<file path="config.mk">
export PLATFORM = sky130hd
export DESIGN_NAME = cpi_interp
export DESIGN_NICKNAME = d
export VERILOG_FILES = /design/src/shared/cpi_pkg.sv /design/src/verilog/cpi_interp.sv
export SDC_FILE = /design/constraint.sdc
export NUM_CORES = 1
export LEC_CHECK = 0
export ABC_AREA = 1
export BUFFER_PORTS_ARGS = -buffer_cell sky130_fd_sc_hd__buf_2
export CORE_MARGIN = 5
export CORE_UTILIZATION = 40
export CTS_CLUSTER_DIAMETER = 150
export DETAILED_ROUTE_END_ITERATION = 12
export GPL_ROUTABILITY_DRIVEN = 0
export PLACE_DENSITY = 0.59
export SLEW_MARGIN = 20
export SYNTH_ARGS = -nofsm -noshare
export SYNTH_HDL_FRONTEND = slang
export SYNTH_SLANG_ARGS = --single-unit
</file>
<file path="constraint.sdc">
create_clock -name clk -period 2.75 [get_ports clk]
set_clock_uncertainty 0.05 [all_clocks]
set_input_delay 0 -clock clk [delete_from_list [all_inputs] [get_ports clk]]
set_output_delay 0 -clock clk [all_outputs]
set_load 0.01 [all_outputs]
</file>
<file path="src/shared/cpi_pkg.sv">
// constants and types for the channel program interpreter
// assumes a 16-bit memory word and eight devices per channel
package cpi_pkg;
    localparam int unsigned CPI_NDEV = 8;
    localparam int unsigned CPI_DEV_W = 3;
    localparam int unsigned CPI_WORD_W = 16;
    // device entry layout, four words per device
    localparam logic [1:0] CPI_ENT_PTR = 2'h0;
    localparam logic [1:0] CPI_ENT_VAR = 2'h1;
    localparam logic [1:0] CPI_ENT_STAT = 2'h3;
    localparam int unsigned CPI_ENT_SHIFT = 2;
    // status bits of entry word 3
    localparam int unsigned CPI_ST_RUN = 0;
    localparam int unsigned CPI_ST_PEND = 1;
    // opcode field: bits 15:4 of the instruction word
    localparam logic [11:0] CPI_OP_RJMP = 12'h000;
    localparam logic [11:0] CPI_OP_INTR = 12'h013;
    localparam logic [11:0] CPI_OP_WAIT = 12'h020;
    localparam logic [11:0] CPI_OP_READ = 12'h033;
    localparam logic [11:0] CPI_OP_WRITE = 12'h043;
    localparam logic [11:0] CPI_OP_DSJ = 12'h052;
    localparam logic [11:0] CPI_OP_IDENT = 12'h060;
    localparam logic [11:0] CPI_OP_RDCTL = 12'h072;
    localparam logic [11:0] CPI_OP_WRCTL = 12'h082;
    localparam logic [11:0] CPI_OP_CLEAR = 12'h092;
    localparam logic [11:0] CPI_OP_RMW = 12'h0a0;
    localparam logic [11:0] CPI_OP_RDREG = 12'h0b0;
    localparam logic [11:0] CPI_OP_WRREG = 12'h0c0;
    localparam logic [11:0] CPI_OP_CMD = 12'h0d0;
    localparam logic [11:0] CPI_OP_DMA = 12'h0ec;
    localparam logic [11:0] CPI_OP_WRI = 12'h0f2;
    localparam logic [11:0] CPI_OP_CRCI = 12'h102;
    localparam logic [11:0] CPI_OP_CRCC = 12'h112;
    // interrupt variants: second word high byte
    localparam logic [7:0] CPI_INT_HALT = 8'h18;
    localparam logic [7:0] CPI_INT_RUN = 8'h10;
    // secondary address prefixes
    localparam logic [3:0] CPI_SEC_DATA = 4'h6;
    localparam logic [3:0] CPI_SEC_CTRL = 4'h7;
    // data chain word: low nibble; the top byte is compared with zero
    localparam logic [3:0] CPI_CHAIN_TAG = 4'h0;
    // abort cause written into the variable area
    localparam logic [15:0] CPI_ABORT_BADOP = 16'h0001;
    localparam logic [15:0] CPI_ABORT_WORD = 16'h0000;
    typedef enum logic [1:0] {
        CPI_GRP_FUNC, CPI_GRP_INTER, CPI_GRP_NONINT, CPI_GRP_BAD
    } cpi_grp_t;
endpackage

</file>
<file path="src/verilog/cpi_interp.sv">
// channel program interpreter: arbitration, entry status, fetch/decode
// assumes single-cycle synchronous memory and bus ports, one clock
`timescale 1ns/1ps
`default_nettype none
// Overview of operation
// RQ1 - serve the next requesting device numbered above the last one served
// RQ2 - run only while the service request line is asserted; keep cpu state; here the line only gates leaving idle, a service runs on after it drops
// RQ3 - each of eight devices owns a four-word entry set up by software
// RQ4 - on start request write word 3 bits 0,1 to 1,0 then run program
// RQ5 - halt request writes bits 0,1 to 0,1 and makes the device ask service
// RQ6 - servicing a pending halt ends the program and clears both bits
// RQ7 - halt takes effect after the current instruction, by the next wait
// RQ8 - self halt or abort clears both status bits at once
// RQ9 - software treats program as live until both status bits read zero
// RQ10 - entry word 0 holds next instruction address, updated by interpreter
// RQ11 - entry word 1 points at the variable area used for abort details
// RQ12 - every opcode decodes into exactly one of three groups
// RQ13 - non-interactive instructions cause no bus activity to the device
// RQ14 - interactive instructions send a secondary right after addressing
// RQ15 - secondaries are 0110SSSS for data and 0111SSSS for control
// RQ16 - shared control secondaries are told apart by talk versus listen
// RQ17 - interrupt 018X halts after raising, 010X keeps running
// RQ18 - chained read and write use word 00X0, X giving blocks left
// RQ19 - software acts only by altering programs or start and halt
// RQ20 - undefined opcode aborts, records cause, and clears status bits
module cpi_interp
    import cpi_pkg::*;
#(
    parameter int unsigned ADDR_W = 16
) (
    // clock, reset, enable
    input wire logic clk,
    input wire logic resetn,
    input wire logic clk_en,
    // channel side
    input wire logic channel_service_request_line,
    input wire logic [cpi_pkg::CPI_NDEV-1:0] dev_req,
    input wire logic [cpi_pkg::CPI_NDEV-1:0] start_req,
    input wire logic [cpi_pkg::CPI_NDEV-1:0] halt_req,
    input wire logic [ADDR_W-1:0] entry_table_base,
    // memory port, read data valid one cycle after mem_rd
    output logic mem_rd,
    output logic mem_wr,
    output logic [ADDR_W-1:0] mem_addr,
    output logic [cpi_pkg::CPI_WORD_W-1:0] mem_wdata,
    input wire logic [cpi_pkg::CPI_WORD_W-1:0] mem_rdata,
    // instrument bus command port
    output logic bus_send,
    output logic bus_talk,
    output logic [7:0] bus_secondary,
    output logic [cpi_pkg::CPI_DEV_W-1:0] bus_dev,
    output logic chan_irq,
    output logic [cpi_pkg::CPI_DEV_W-1:0] chan_irq_dev,
    output logic [cpi_pkg::CPI_NDEV-1:0] halt_pending,
    output logic busy
);
    import cpi_pkg::*;

    typedef enum logic [3:0] {
        ST_IDLE, ST_RDST, ST_STAT, ST_RDPTR, ST_PTR, ST_FETCH,
        ST_OPND, ST_EXEC, ST_RDVAR, ST_VAR, ST_STORE
    } cpi_state_t;

    typedef struct packed {
        cpi_state_t st;
        logic [CPI_DEV_W-1:0] last;
        logic [CPI_DEV_W-1:0] cur;
        logic [CPI_NDEV-1:0] pend;
        logic [CPI_WORD_W-1:0] stat;
        logic [ADDR_W-1:0] pc;
        logic [CPI_WORD_W-1:0] op;
        logic [CPI_WORD_W-1:0] opnd;
        logic abort;
        logic mem_rd;
        logic mem_wr;
        logic [ADDR_W-1:0] mem_addr;
        logic [CPI_WORD_W-1:0] mem_wdata;
        logic bus_send;
        logic bus_talk;
        logic [7:0] bus_secondary;
        logic irq;
        logic busy;
        logic [CPI_NDEV-1:0] hreq;
    } cpi_reg_t;

    cpi_reg_t r_q, r_d;
    logic [CPI_NDEV-1:0] want;
    logic [CPI_DEV_W-1:0] pick;
    logic found;
    logic [ADDR_W-1:0] ent;
    cpi_grp_t grp;
    logic [CPI_NDEV-1:0] hrise;

    ////////////////////////////////////////////////////////////////////
    // round-robin pick, starting just above the device served last
    always_comb begin
        want = dev_req | start_req | halt_req | r_q.pend;
        pick = r_q.last;
        found = 1'b0;
        for (int i = CPI_NDEV; i >= 1; i--) begin
            if (want[3'(r_q.last + 3'(i))]) begin
                pick = 3'(r_q.last + 3'(i)); // RQ1
                found = 1'b1;
            end
        end
    end

    // entry base of current device: four words each
    assign ent = entry_table_base + (ADDR_W'(r_q.cur) << CPI_ENT_SHIFT); // RQ3

    // halt requests are held levels; only a new one may set a pending flag,
    // otherwise a request still held at the end would re-arm the halt
    assign hrise = halt_req & ~r_q.hreq;

    ////////////////////////////////////////////////////////////////////
    // opcode grouping; unknown codes are their own group for aborting
    always_comb begin
        case (r_q.op[15:4])
            CPI_OP_RJMP, CPI_OP_INTR, CPI_OP_WAIT:
                grp = CPI_GRP_NONINT; // RQ12
            CPI_OP_READ, CPI_OP_WRITE, CPI_OP_DSJ, CPI_OP_IDENT,
            CPI_OP_RDCTL, CPI_OP_WRCTL, CPI_OP_CLEAR:
                grp = CPI_GRP_INTER;
            CPI_OP_RMW, CPI_OP_RDREG, CPI_OP_WRREG, CPI_OP_CMD,
            CPI_OP_DMA, CPI_OP_WRI, CPI_OP_CRCI, CPI_OP_CRCC:
                grp = CPI_GRP_FUNC;
            default:
                grp = CPI_GRP_BAD;
        endcase
    end

    ////////////////////////////////////////////////////////////////////
    // interpreter sequence; strobes are one cycle by default
    always_comb begin
        r_d = r_q;
        r_d.mem_rd = 1'b0;
        r_d.mem_wr = 1'b0;
        r_d.bus_send = 1'b0;
        r_d.irq = 1'b0;
        // a fresh halt request latches a pending flag and beats a clear
        r_d.hreq = halt_req;
        r_d.pend = r_q.pend | hrise;
        case (r_q.st)
            ST_IDLE: begin
                if (channel_service_request_line && found) begin // RQ2
                    r_d.cur = pick;
                    r_d.last = pick;
                    r_d.abort = 1'b0;
                    r_d.st = ST_RDST;
                end
            end
            ST_RDST: begin
                r_d.mem_rd = 1'b1;
                r_d.mem_addr = ent | ADDR_W'(CPI_ENT_STAT);
                r_d.st = ST_STAT;
            end
            ST_STAT: begin
                if (!r_q.mem_rd) begin
                    r_d.stat = mem_rdata;
                    r_d.mem_wr = 1'b1;
                    r_d.mem_addr = r_q.mem_addr;
                    r_d.st = ST_RDPTR;
                    r_d.mem_wdata = mem_rdata;
                    if (halt_req[r_q.cur]) begin
                        // first report status change
                        r_d.mem_wdata[CPI_ST_RUN] = 1'b0; // RQ5
                        r_d.mem_wdata[CPI_ST_PEND] = 1'b1;
                    end else if (r_q.pend[r_q.cur]) begin
                        r_d.mem_wdata[CPI_ST_RUN] = 1'b0; // RQ6
                        r_d.mem_wdata[CPI_ST_PEND] = 1'b0;
                        r_d.pend[r_q.cur] = hrise[r_q.cur];
                        r_d.st = ST_IDLE;
                    end else if (start_req[r_q.cur]) begin
                        r_d.mem_wdata[CPI_ST_RUN] = 1'b1; // RQ4
                        r_d.mem_wdata[CPI_ST_PEND] = 1'b0;
                    end else if (!mem_rdata[CPI_ST_RUN]) begin
                        // halted program: nothing to run
                        r_d.mem_wr = 1'b0;
                        r_d.st = ST_IDLE;
                    end
                    if (halt_req[r_q.cur] && !mem_rdata[CPI_ST_RUN]) begin
                        r_d.st = ST_IDLE;
                    end
                end
            end
            ST_RDPTR: begin
                r_d.mem_rd = 1'b1;
                r_d.mem_addr = ent | ADDR_W'(CPI_ENT_PTR);
                r_d.st = ST_PTR;
            end
            ST_PTR: begin
                if (!r_q.mem_rd) begin
                    r_d.pc = ADDR_W'(mem_rdata); // RQ10
                    r_d.st = ST_FETCH;
                end
            end
            ST_FETCH: begin
                r_d.mem_rd = 1'b1;
                r_d.mem_addr = r_q.pc;
                r_d.st = ST_OPND;
            end
            ST_OPND: begin
                if (!r_q.mem_rd) begin
                    if (r_q.mem_addr == r_q.pc) begin
                        r_d.op = mem_rdata;
                        r_d.mem_rd = 1'b1;
                        r_d.mem_addr = r_q.pc + ADDR_W'(1);
                    end else begin
                        r_d.opnd = mem_rdata;
                        r_d.pc = r_q.pc + ADDR_W'(2);
                        r_d.st = ST_EXEC;
                    end
                end
            end
            ST_EXEC: begin
                r_d.st = ST_FETCH;
                case (grp)
                    CPI_GRP_NONINT: begin
                        // no bus traffic toward the device
                        if (r_q.op[15:4] == CPI_OP_RJMP) begin // RQ13
                            r_d.pc = r_q.pc + ADDR_W'(r_q.opnd);
                        end else if (r_q.op[15:4] == CPI_OP_INTR) begin
                            r_d.irq = 1'b1;
                            if (r_q.opnd[15:8] == CPI_INT_HALT) begin
                                r_d.st = ST_STORE; // RQ17
                            end
                        end else begin
                            // wait: suspend, or stop if halt pending
                            r_d.st = ST_STORE; // RQ7
                        end
                    end
                    CPI_GRP_INTER: begin
                        // secondary follows addressing in same command
                        r_d.bus_send = 1'b1; // RQ14
                        r_d.bus_secondary = {
                            (r_q.op[15:4] == CPI_OP_READ ||
                             r_q.op[15:4] == CPI_OP_WRITE) ?
                            CPI_SEC_DATA : CPI_SEC_CTRL,
                            r_q.opnd[3:0]}; // RQ15
                        // read-type ops talk, write-type ops listen
                        r_d.bus_talk = (r_q.op[15:4] == CPI_OP_READ) ||
                            (r_q.op[15:4] == CPI_OP_RDCTL) ||
                            (r_q.op[15:4] == CPI_OP_DSJ) ||
                            (r_q.op[15:4] == CPI_OP_IDENT); // RQ16
                        // chained blocks: 00X0 with X nonzero continues
                        if ((r_q.op[15:4] == CPI_OP_READ ||
                             r_q.op[15:4] == CPI_OP_WRITE) &&
                            r_q.opnd[15:8] == 8'h00 &&
                            r_q.opnd[3:0] == CPI_CHAIN_TAG &&
                            r_q.opnd[7:4] != 4'h0) begin
                            // count the block off in memory, else it loops
                            r_d.mem_wr = 1'b1;
                            r_d.mem_addr = r_q.pc - ADDR_W'(1);
                            r_d.mem_wdata = {r_q.opnd[15:8],
                                r_q.opnd[7:4] - 4'h1, r_q.opnd[3:0]};
                            r_d.pc = r_q.pc - ADDR_W'(2); // RQ18
                        end
                    end
                    CPI_GRP_FUNC: begin
                        r_d.bus_send = 1'b1;
                        r_d.bus_talk = 1'b0;
                        r_d.bus_secondary = r_q.opnd[7:0];
                    end
                    default: begin
                        r_d.abort = 1'b1; // RQ20
                        r_d.st = ST_RDVAR;
                    end
                endcase
                if (r_q.pend[r_q.cur] && grp != CPI_GRP_BAD) begin
                    r_d.st = ST_STORE; // RQ7
                end
            end
            ST_RDVAR: begin
                r_d.mem_rd = 1'b1;
                r_d.mem_addr = ent | ADDR_W'(CPI_ENT_VAR);
                r_d.st = ST_VAR;
            end
            ST_VAR: begin
                if (!r_q.mem_rd) begin
                    // abort cause into the variable area
                    r_d.mem_wr = 1'b1; // RQ11
                    r_d.mem_addr = ADDR_W'(mem_rdata) +
                        ADDR_W'(CPI_ABORT_WORD);
                    r_d.mem_wdata = CPI_ABORT_BADOP;
                    r_d.st = ST_STORE;
                end
            end
            ST_STORE: begin
                // save pointer, then status word if the program ends here
                if (r_q.mem_addr != (ent | ADDR_W'(CPI_ENT_PTR)) ||
                    !r_q.mem_wr) begin
                    r_d.mem_wr = 1'b1;
                    r_d.mem_addr = ent | ADDR_W'(CPI_ENT_PTR);
                    r_d.mem_wdata = CPI_WORD_W'(r_q.pc); // RQ10
                end else begin
                    r_d.st = ST_IDLE;
                    if (r_q.abort || r_q.pend[r_q.cur] ||
                        r_q.op[15:4] == CPI_OP_INTR) begin
                        r_d.mem_wr = 1'b1;
                        r_d.mem_addr = ent | ADDR_W'(CPI_ENT_STAT);
                        r_d.mem_wdata = r_q.stat;
                        r_d.mem_wdata[CPI_ST_RUN] = 1'b0; // RQ8
                        r_d.mem_wdata[CPI_ST_PEND] = 1'b0;
                        r_d.pend[r_q.cur] = hrise[r_q.cur];
                    end
                end
            end
            default: r_d.st = ST_IDLE;
        endcase
        r_d.busy = (r_d.st != ST_IDLE);
    end

    ////////////////////////////////////////////////////////////////////
    // state register; enable low freezes everything
    always_ff @(posedge clk or negedge resetn) begin
        if (!resetn) begin
            r_q <= '0;
        end else if (clk_en) begin
            r_q <= r_d;
        end
    end

    assign mem_rd = r_q.mem_rd;
    assign mem_wr = r_q.mem_wr;
    assign mem_addr = r_q.mem_addr;
    assign mem_wdata = r_q.mem_wdata;
    assign bus_send = r_q.bus_send;
    assign bus_talk = r_q.bus_talk;
    assign bus_secondary = r_q.bus_secondary;
    assign bus_dev = r_q.cur;
    assign chan_irq = r_q.irq;
    assign chan_irq_dev = r_q.cur;
    assign halt_pending = r_q.pend;
    assign busy = r_q.busy;
endmodule
`default_nettype wire

</file>
# --- Word-level counts from Yosys, hierarchy flattened ---
# Cells that the tools add are included.
word_totals:
  in_bits: 60
  reg_bits: 134
  out_inout_bits: 60
  elab_cells: 246
classes:
  add_sub_neg: 14
  order_cmp: 9
  n_reduce_logical: 43
  n_eq_ne: 47
  bitwise_logic: 9
  mux: 106
ops:
  columns: ["operator", "n"]
  rows:
  - ["$mux W33", 6]
  - ["$pmux W16 S9", 1]
  - ["$mux W16", 8]
  - ["$eq A12 B8 Y1 const B", 8]
  - ["$pmux W16 S4", 1]
  - ["$eq A12 B7 Y1 const B", 4]
  - ["$mux W48", 1]
  - ["$pmux W16 S3", 1]
  - ["$pmux W4 S11", 1]
  - ["$mux W4", 10]
  - ["$bmux W1 S3", 12]
  - ["$mux W1", 33]
  - ["$lt A3 B4 Y1 const B", 8]
  - ["$mux W8", 4]
  - ["$or A8 B8 Y8", 4]
  - ["$pmux W16 S2", 1]
  - ["$eq A12 B6 Y1 const B", 2]
  - ["$eq A12 B9 Y1 const B", 2]
  - ["$mux W24", 1]
  - ["$mux W3", 7]
  - ["$ne A2 B2 Y1 const B", 10]
  - ["$pmux W10 S2", 1]
  - ["$add A16 B1 Y16 const B", 1]
  - ["$add A16 B16 Y16", 1]
  - ["56 further kinds", 100]

# --- Longest topological paths before layout ---
# Gate-level depths: netlist of the first run.
logic_depth:
  word_depth: 17
  mapped_depth: 21
  ltp_nobuf: 21

# --- Least setup slack after synthesis of the first run ---
# Ideal clock, no wire load.
synth_timing:
  kind: "register -> register"
  start: "register with a tool-made name"
  end: "register r_q (netlist bit mem_addr[10])"
  slack_ns: -0.268
  setup_ns: 0.117
  synth_period_minus_slack_ns: 3.018
  path_stages_with_launch: 19
  path_buffers: 2
  required_ns: 2.583
  arrival_time_ns: 2.851
  path_cell_list: "dfrtp_1 > inv_2 > clkbuf_1 > fa_1 > nand2_1 > inv_1 > nor2_1 > nand3_1 > nor2_1 > nand3_1 > nor2_1 > nand3_1 > nor3_4 > nand4_2 > nand2_1 > nor2_1 > buf_4 > nand3_1 > nand2_1"
synth_lines:
  columns: ["item", "line_no", "rtl"]
  rows:
  - ["end signal, assigned", "cpi_interp.sv:319", "r_q <= r_d;"]
  - ["end, declared", "cpi_interp.sv:86", "cpi_reg_t r_q, r_d;"]

==> results of run 1 <==
## synth_stat cells (5+ instances only)
library cell  number  area share
a211oi_1           5      0.0032
a21oi_1           79       0.034
a221oi_1           5      0.0037
a31oi_1            7      0.0037
buf_2             12      0.0051
buf_4             58       0.037
clkbuf_1          39       0.012
clkinv_1           8      0.0025
dfrtp_1          128        0.27
ha_1              31       0.033
inv_1            235       0.075
inv_2              7      0.0022
nand2_1          568        0.18
nand2_2            8      0.0042
nand3_1          147       0.062
nand3b_1           7      0.0045
nand4_1           45       0.024
nor2_1           171       0.054
nor2_2             6      0.0032
nor3_1            15      0.0064
o211ai_1          18       0.011
o21a_1             7      0.0045
o21ai_0          145       0.062
o21ai_1            5      0.0021
o221ai_1           9      0.0067
o22ai_1           17      0.0090
or2_2              6      0.0032
xnor2_1           22       0.016
xor2_1            38       0.028
## layer usage
metal  up-vias  GRT usage
met3        76     0.0382
met2       649      0.422
met1      6106      0.354
met4         0     0.0760
met5         -          0
li1       6456          -
## report_power, final
part	switching [W]	internal, W	total, W
sequential	0.000908	0.00257	0.00348
clock	0.000947	0.00126	0.00221
combinational	0.00680	0.00413	0.0109
## logic make-up after synthesis
logic type	share of synthesized area
fa+ha+maj	0.0363
xor+xnor	0.0446
buf+inv	0.138
compound gates	0.151
simple gates	0.358
flops	0.272
## worst max-delay path by stage
stage,slack (ns),from,endpoint
6_report,-0.10,flop,mem_wdata[14]$_DFFE_PN0P_
5_1_grt,-0.32,flop,mem_wdata[6]$_DFFE_PN0P_
4_1_cts,-0.09,flop,mem_wdata[7]$_DFFE_PN0P_
3_5_place_dp,-0.22,flop,mem_addr[9]$_DFFE_PN0P_
3_3_place_gp,-0.15,flop,mem_addr[9]$_DFFE_PN0P_
2_1_floorplan,-0.02,flop,halt_pending[4]$_DFFE_PN0P_
## flip-flops by register name, indices dropped and copies added, names as in the netlist, named ones only
signal / cells
bus_secondary: 8
bus_send: 1
bus_talk: 1
busy: 1
chan_irq: 1
halt_pending: 8
mem_addr: 16
mem_rd: 1
mem_wdata: 16
mem_wr: 1
r_q: 71
## per-stage QoR
| stage | hold slack [ns] | TNS, ns | setup slack (ns) |
|---|---|---|---|
| after CTS | 0.0426 | -1.74 | -0.0928 |
| final | 0.0785 | -2.88 | -0.103 |
| after floorplan | -0.346 | -0.131 | -0.0166 |
| after global routing | 0.0714 | -12.04 | -0.317 |
| after detailed placement | -0.00959 | -6.00 | -0.217 |
| after global placement | -0.0183 | -3.76 | -0.152 |
## repair_timing
item | CTS | global route
hold endpoints to repair | 94 | 0
resized for setup | 13 | 55
pin swaps | 13 | 17
buffers inserted | 5 | 7
hold buffers | 26 | 0
cloned | 0 | 3
setup endpoints to repair | 49 | 64
## area by class of cell
cell class	instances	area, sq um	area share
Clock buffer	18	439	0.0306
Clock inverter	12	111	0.00776
Inverter	251	958	0.0668
Multi-Input combinational cell	1399	7160	0.499
Sequential cell	128	3200	0.223
Tap cell	384	480	0.0335
Timing Repair Buffer	280	2000	0.139
## tightest hold or removal path: cells and delay by family
| family | cells | cell delay (ns) |
|---|---|---|
| and+or+nand+nor | 4 | 0.35 |
| buffers and inverters | 1 | 0.16 |
==> results.md, run 1 <==
* Status: complete, but fails checks
* Failing checks: setup timing
* Arrival @ worst endpoint at 3.12 ns
* Synth cell types at 51
* CP top delay family: simple AND/OR/NAND/NOR gates
* Worst path slowest cell: fa_2
* Total power at 0.0166 W
* Met1 WL at 18800 microns
* Period utilization at 1.04
* Sequential share of the synthesized area at 0.272
* Initial antenna violation count at 0
* Number of global-route vias before repair at 12195
* Util after Layout at 0.496
* Worst-path clk slew at 0.06 ns
* Share of layout cells above drive strength 1 at 0.180
* Most frequent CP cell: nor2_1
* CTS tree: done
* Least-Margin Pin Slew at 0.815 ns
* Top_reg_cell synth: dfrtp_1
* Crit Path Class: flop to flop
* Largest net degree at the start of global routing at 64
* Syn avg cell area at just over 6 sq um
* Cell Rows at 62
* Crit path depth at 17
* Antenna Nets Post-Route at 0
* Commonest non-fill, non-tap cell in the layout: nand2_1
* H-tree depth at 4
* Routed wl met3 at 3890 microns
* Area growth syn-to-layout at 21.7%
* Placed cells at 2402
* RSZ-0062 raised after global routing: true
* DR top layer: met4
* CP Capture Type: flop
* Final Hold Viols at 0
* Synthesized area at 11800 sq um
* Initial DRC count at about 1500
* Hold crit path type: input port to flop
* DR vias/cell at between 5 and 6
* Final worst setup slack at -0.103 ns
* Root buf cell: clkbuf_16
* Critical hold path startpoint: mem_rdata[9]
* Clock sinks at around 130
* Post-DP HPWL at 33900 microns
* Max-Cap Viols at 0
* Fin area at around 14000 sq um
* Cell Pwr Density at 1160 nW/um^2
* Crit-path max FO at 8
* Synth warn at 0
* Cells after Synth at 1892
* Min cycle time layout at 2.85 ns
* Most frequent cells in the layout: nand2_1, inv_1, nor2_1, nand3_1, o21ai_0
* I/O pin count at 120
* WL met2 at 20800 microns
* DR WL/cell at 18.0 microns
* GRT Util Overall at 0.258
* Die Span X at 182 microns
* Final Non-Filler Cells at 2472
* Maximum VDD drop at about 0.48 mV
* Port Buffers at approximately 120
* Buffers & Inverters on Critical Path at 2
* FF+latch count, synth at 128
* Post-synth EDFFs at 0
* DIE HEIGHT at 182 microns
* Wire length of the first global-routing pass at 67800 microns
* Total CTS buffers at 17
* Antenna cell count at 0
* Die area at approximately 33000 sq um
* Clock Tree Buf Depth at 2
* Routed WL at 44600 microns
* Max transition margin at 0.455
* Final slew viol count at 0
* Hold Crit Endpoint: mem_wdata[9]$_DFFE_PN0P_
* Critical Path RT at approximately 3.0 ns
* Via count at 13287
* 1st-pass router iterations at 6
* CP cell instances: ha_2 -> inv_2 -> fa_2 -> nor2_1 -> nor2_1 -> nand3_1 -> nor2_1 -> nand3_1 -> nor2_1 -> nand3_2 -> nor3_4 -> buf_4 -> nand4_4 -> nand2_4 -> nor2_4 -> nand2_1 -> nand2_1
* Grt ovf at 0
* Initial Util at 0.407
* Setup violators final at 43
* Fmax at 350 MHz
* Area after DPL at 13200 sq um
* Drc violations at 0
* Total Nets Final at 2170
* Mapped Nets at 1985
* Reg2reg path depth at 17
* Hold depth at 5
* Startpoint Class: flop
* Core Footprint at ~29000 sq um
* Clock latency on the worst-skew pair at 0.43 ns
* FF-to-FF End: mem_wdata[14]$_DFFE_PN0P_
* Fraction of registers with async set or reset after synthesis at 1.00
* Crit-path max cell delay at 0.53 ns
* Filler Cell Count at 2979
* Leakage power at ~7.4 nW
* Flop-to-flop setup slack at -0.10 ns
Power figures use the tool's default switching activity.
==> run 2, diff against run 1 <==
--- a/config.mk
+++ b/config.mk
@@ -12,7 +12,8 @@
 export CTS_CLUSTER_DIAMETER = 150
 export DETAILED_ROUTE_END_ITERATION = 12
 export GPL_ROUTABILITY_DRIVEN = 0
-export PLACE_DENSITY = 0.59
+export PLACE_DENSITY = 0.67
+export SKIP_LAST_GASP = 1
 export SLEW_MARGIN = 20
 export SYNTH_ARGS = -nofsm -noshare
 export SYNTH_HDL_FRONTEND = slang
==> constraint.sdc (replaced) <==
create_clock -name clk -period 3.4 [get_ports clk]
set_clock_uncertainty 0.05 [all_clocks]
set_input_delay 0 -clock clk [delete_from_list [all_inputs] [get_ports clk]]
set_output_delay 0 -clock clk [all_outputs]
set_load 0.01 [all_outputs]
==> results.md, run 2 (synthesis gave the netlist of run 1 again) <==
* Final worst setup slack at 0.316 ns (+0.419 ns)
* I/O pin count at 120 (unchanged)
* Max-Cap Viols at 0 (unchanged)
* CP Capture Type: flop
* DR WL/cell at 17.5 microns (-3.0%)
* Total power at 0.0127 W (-23%)
* Clock latency on the worst-skew pair at 0.44 ns (about the same)
* Setup violators final at 0 (-100%)
* Pre-CTS setup slack at 0.237 ns (+0.454 ns)
* Final Hold Viols at 0 (unchanged)
* GRT Util Overall at 0.244 (-0.0140)
* Antenna Nets Post-Route at 0 (unchanged)
* Wire length of the first global-routing pass at 65100 microns (-4.1%)
* Initial DRC count at 1561 (+5.3%)
* Final Non-Filler Cells at 2381 (-3.7%)
* Global Route met2 Usage at 0.383 (-0.0393)
* CP cell instances: inv_1 -> ha_1 -> nand2_1 -> nor2_1 -> nor3_1 -> nand4_1 -> inv_1 -> nor2_1 -> nor2_1 -> nand2_1 -> nor2_1 -> nand3_2 -> nor2_1 -> nand2_1 -> nand2_1
* Largest net degree at the start of global routing at 114 (+78%)
* Leakage power at 6.98 nW (-6.3%)
* Fmax at 324 MHz (-7.5%)
* Cell Rows at 62 (unchanged)
* Period utilization at 0.907 (-0.130)
* M1 GR Usage at 0.335 (-0.0188)
* Routed WL at 41700 microns (-6.5%)
* Drc violations at 0 (unchanged)
* Total Nets Final at 2075 (-4.4%)
* Maximum VDD drop at 0.421 mV (-12%)
* 1st-pass router iterations at 8 (+2)
* Fin area at 13500 sq um (-6.2%)
* Grt ovf at 0 (unchanged)
* Number of global-route vias before repair at 11968 (-1.9%)
* Setup TNS at 0 ns (+2.88 ns)
* H-tree depth at 4 (unchanged)
* Via count at 12998 (-2.2%)
* Cell Pwr Density at 946 nW/um^2 (-18%)
* Final slew viol count at 0 (unchanged)
* Crit-path max FO at 19 (+11)
* Root buf cell: clkbuf_16
* Arrival @ worst endpoint at 3.41 ns (+0.29 ns)
* Port Buffers at 119 (unchanged)
* Most frequent CP cell: nor2_1
* Crit Path Class: flop to flop
* Min cycle time layout at 3.08 ns (+0.231 ns)
* Area growth syn-to-layout at 14.1%
* Status: finished clean
* Clock Tree Buf Depth at 2 (unchanged)
* DIE HEIGHT at 182 microns (unchanged)
* Core Footprint at 28900 sq um (unchanged)
* CP top delay family: simple AND/OR/NAND/NOR gates
* Initial antenna violation count at 0 (unchanged)
* Placed cells at 2317 (-3.5%)
* CTS tree: done
* Hold crit path type: input port to flop
* Die Span X at 182 microns (unchanged)
* RSZ-0062 raised after global routing: false
* Area after DPL at 12500 sq um (-5.4%)
* Buffers & Inverters on Critical Path at 2 (unchanged)
* Initial Util at 0.407 (unchanged)
* Crit-path max cell delay at 0.46 ns (-0.07 ns)
* Clock sinks at 128 (unchanged)
* Total CTS buffers at 17 (unchanged)
* Max reg flops at 71 (unchanged)
* Die area at 33000 sq um (unchanged)
* DR vias/cell at 5.46 (+1.6%)
* Max transition margin at 0.464 (+0.00876)
* Gr busiest metal: met2
* Met3 GRT Util at 0.0452 (+0.00700)
* Worst-path clk slew at 0.06 ns (about the same)
* Most flop-heavy register: r_q
* Most frequent cells in the layout: nand2_1, inv_1, nor2_1, nand3_1, o21ai_0
* Commonest non-fill, non-tap cell in the layout: nand2_1
* Critical Path RT at 3.72 ns (+0.70 ns)
* Startpoint Class: flop
* Least-Margin Pin Slew at 0.801 ns (-0.0141 ns)
* Share of layout cells above drive strength 1 at 0.117 (-0.0628)
* Worst path slowest cell: dfrtp_1
* Post-DP HPWL at 31800 microns (-6.4%)
run 2: cell types whose count changed in the layout (fill, tap and decap cells not counted), sizes merged, moves of 2 or more:
cell | before | now
buf | 252 | 157
inv | 244 | 249
bufinv | 1 | 4
clkinv | 14 | 11
clkbuf | 20 | 18
clkinvlp | 4 | 2
diode | 0 | 2
dlygate4sd3 | 26 | 28
run 2: layout make-up:
class	instances	area (sq um)
inverter	251	943
multi-input combinational	1398	6980
sequential	128	3200
fill	2940	15500
clock buffer	17	425
timing repair buffer	186	1200
antenna	2	5.00
clock inverter	15	221
tap	384	480
run 2: layer usage:
layer / share of wire / up-vias / wire length [microns]
met5: 0 / - / 0
met4: 0.039 / 0 / 1610
met3: 0.090 / 111 / 3740
met2: 0.45 / 639 / 18700
met1: 0.42 / 5982 / 17600
li1: - / 6266 / -
run 2: worst paths after layout:
path	depth (start not counted)	slack, ns	end	start
max	15	0.32	mem_addr[12]$_DFFE_PN0P_	r_q[59]$_DFFE_PN0P_
min	5	0.05	bus_send$_DFFE_PN0P_	clk_en
max reg2reg	15	0.32	mem_addr[12]$_DFFE_PN0P_	r_q[59]$_DFFE_PN0P_
min reg2reg	2	0.42	bus_secondary[0]$_DFFE_PN0P_	bus_secondary[0]$_DFFE_PN0P_
max in group asynchronous	5	1.77	r_q[79]$_DFFE_PN0P_	resetn
min in group asynchronous	3	0.48	r_q[101]$_DFFE_PN0P_	resetn
run 2: through the flow:
step / hold WS, ns / utilization
CTS: 0.0276 / 0.462
global route: 0.0825 / 0.465
finish: 0.0497 / 0.465
detailed placement: 0.202 / 0.431
floorplan: -0.346 / -
global placement: 0.193 / 0.431
run 2: report_power, final:
part	switching (W)	leakage [nW]	internal, W
logic	0.00510	5.05	0.00270
clock network	0.000807	0.309	0.00125
registers	0.000807	1.62	0.00207
run 2: repair_timing:
| item | 4_1_cts | 5_1_grt |
|---|---|---|
| hold buffers | 27 | 1 |
| gates resized for setup | 0 | 5 |
| hold endpoints to repair | 151 | 23 |
| endpoints found under the setup margin | 0 | 33 |
| setup buffers | 0 | 1 |
run 2: worst reg2reg max path: cells and delay by family (launching register included):
kind	cells	cell delay [ns]
flip-flops	1	0.46
buffers and inverters	2	0.36
AND/OR/NAND/NOR	12	1.93
adder cells (fa/ha/maj)	1	0.24
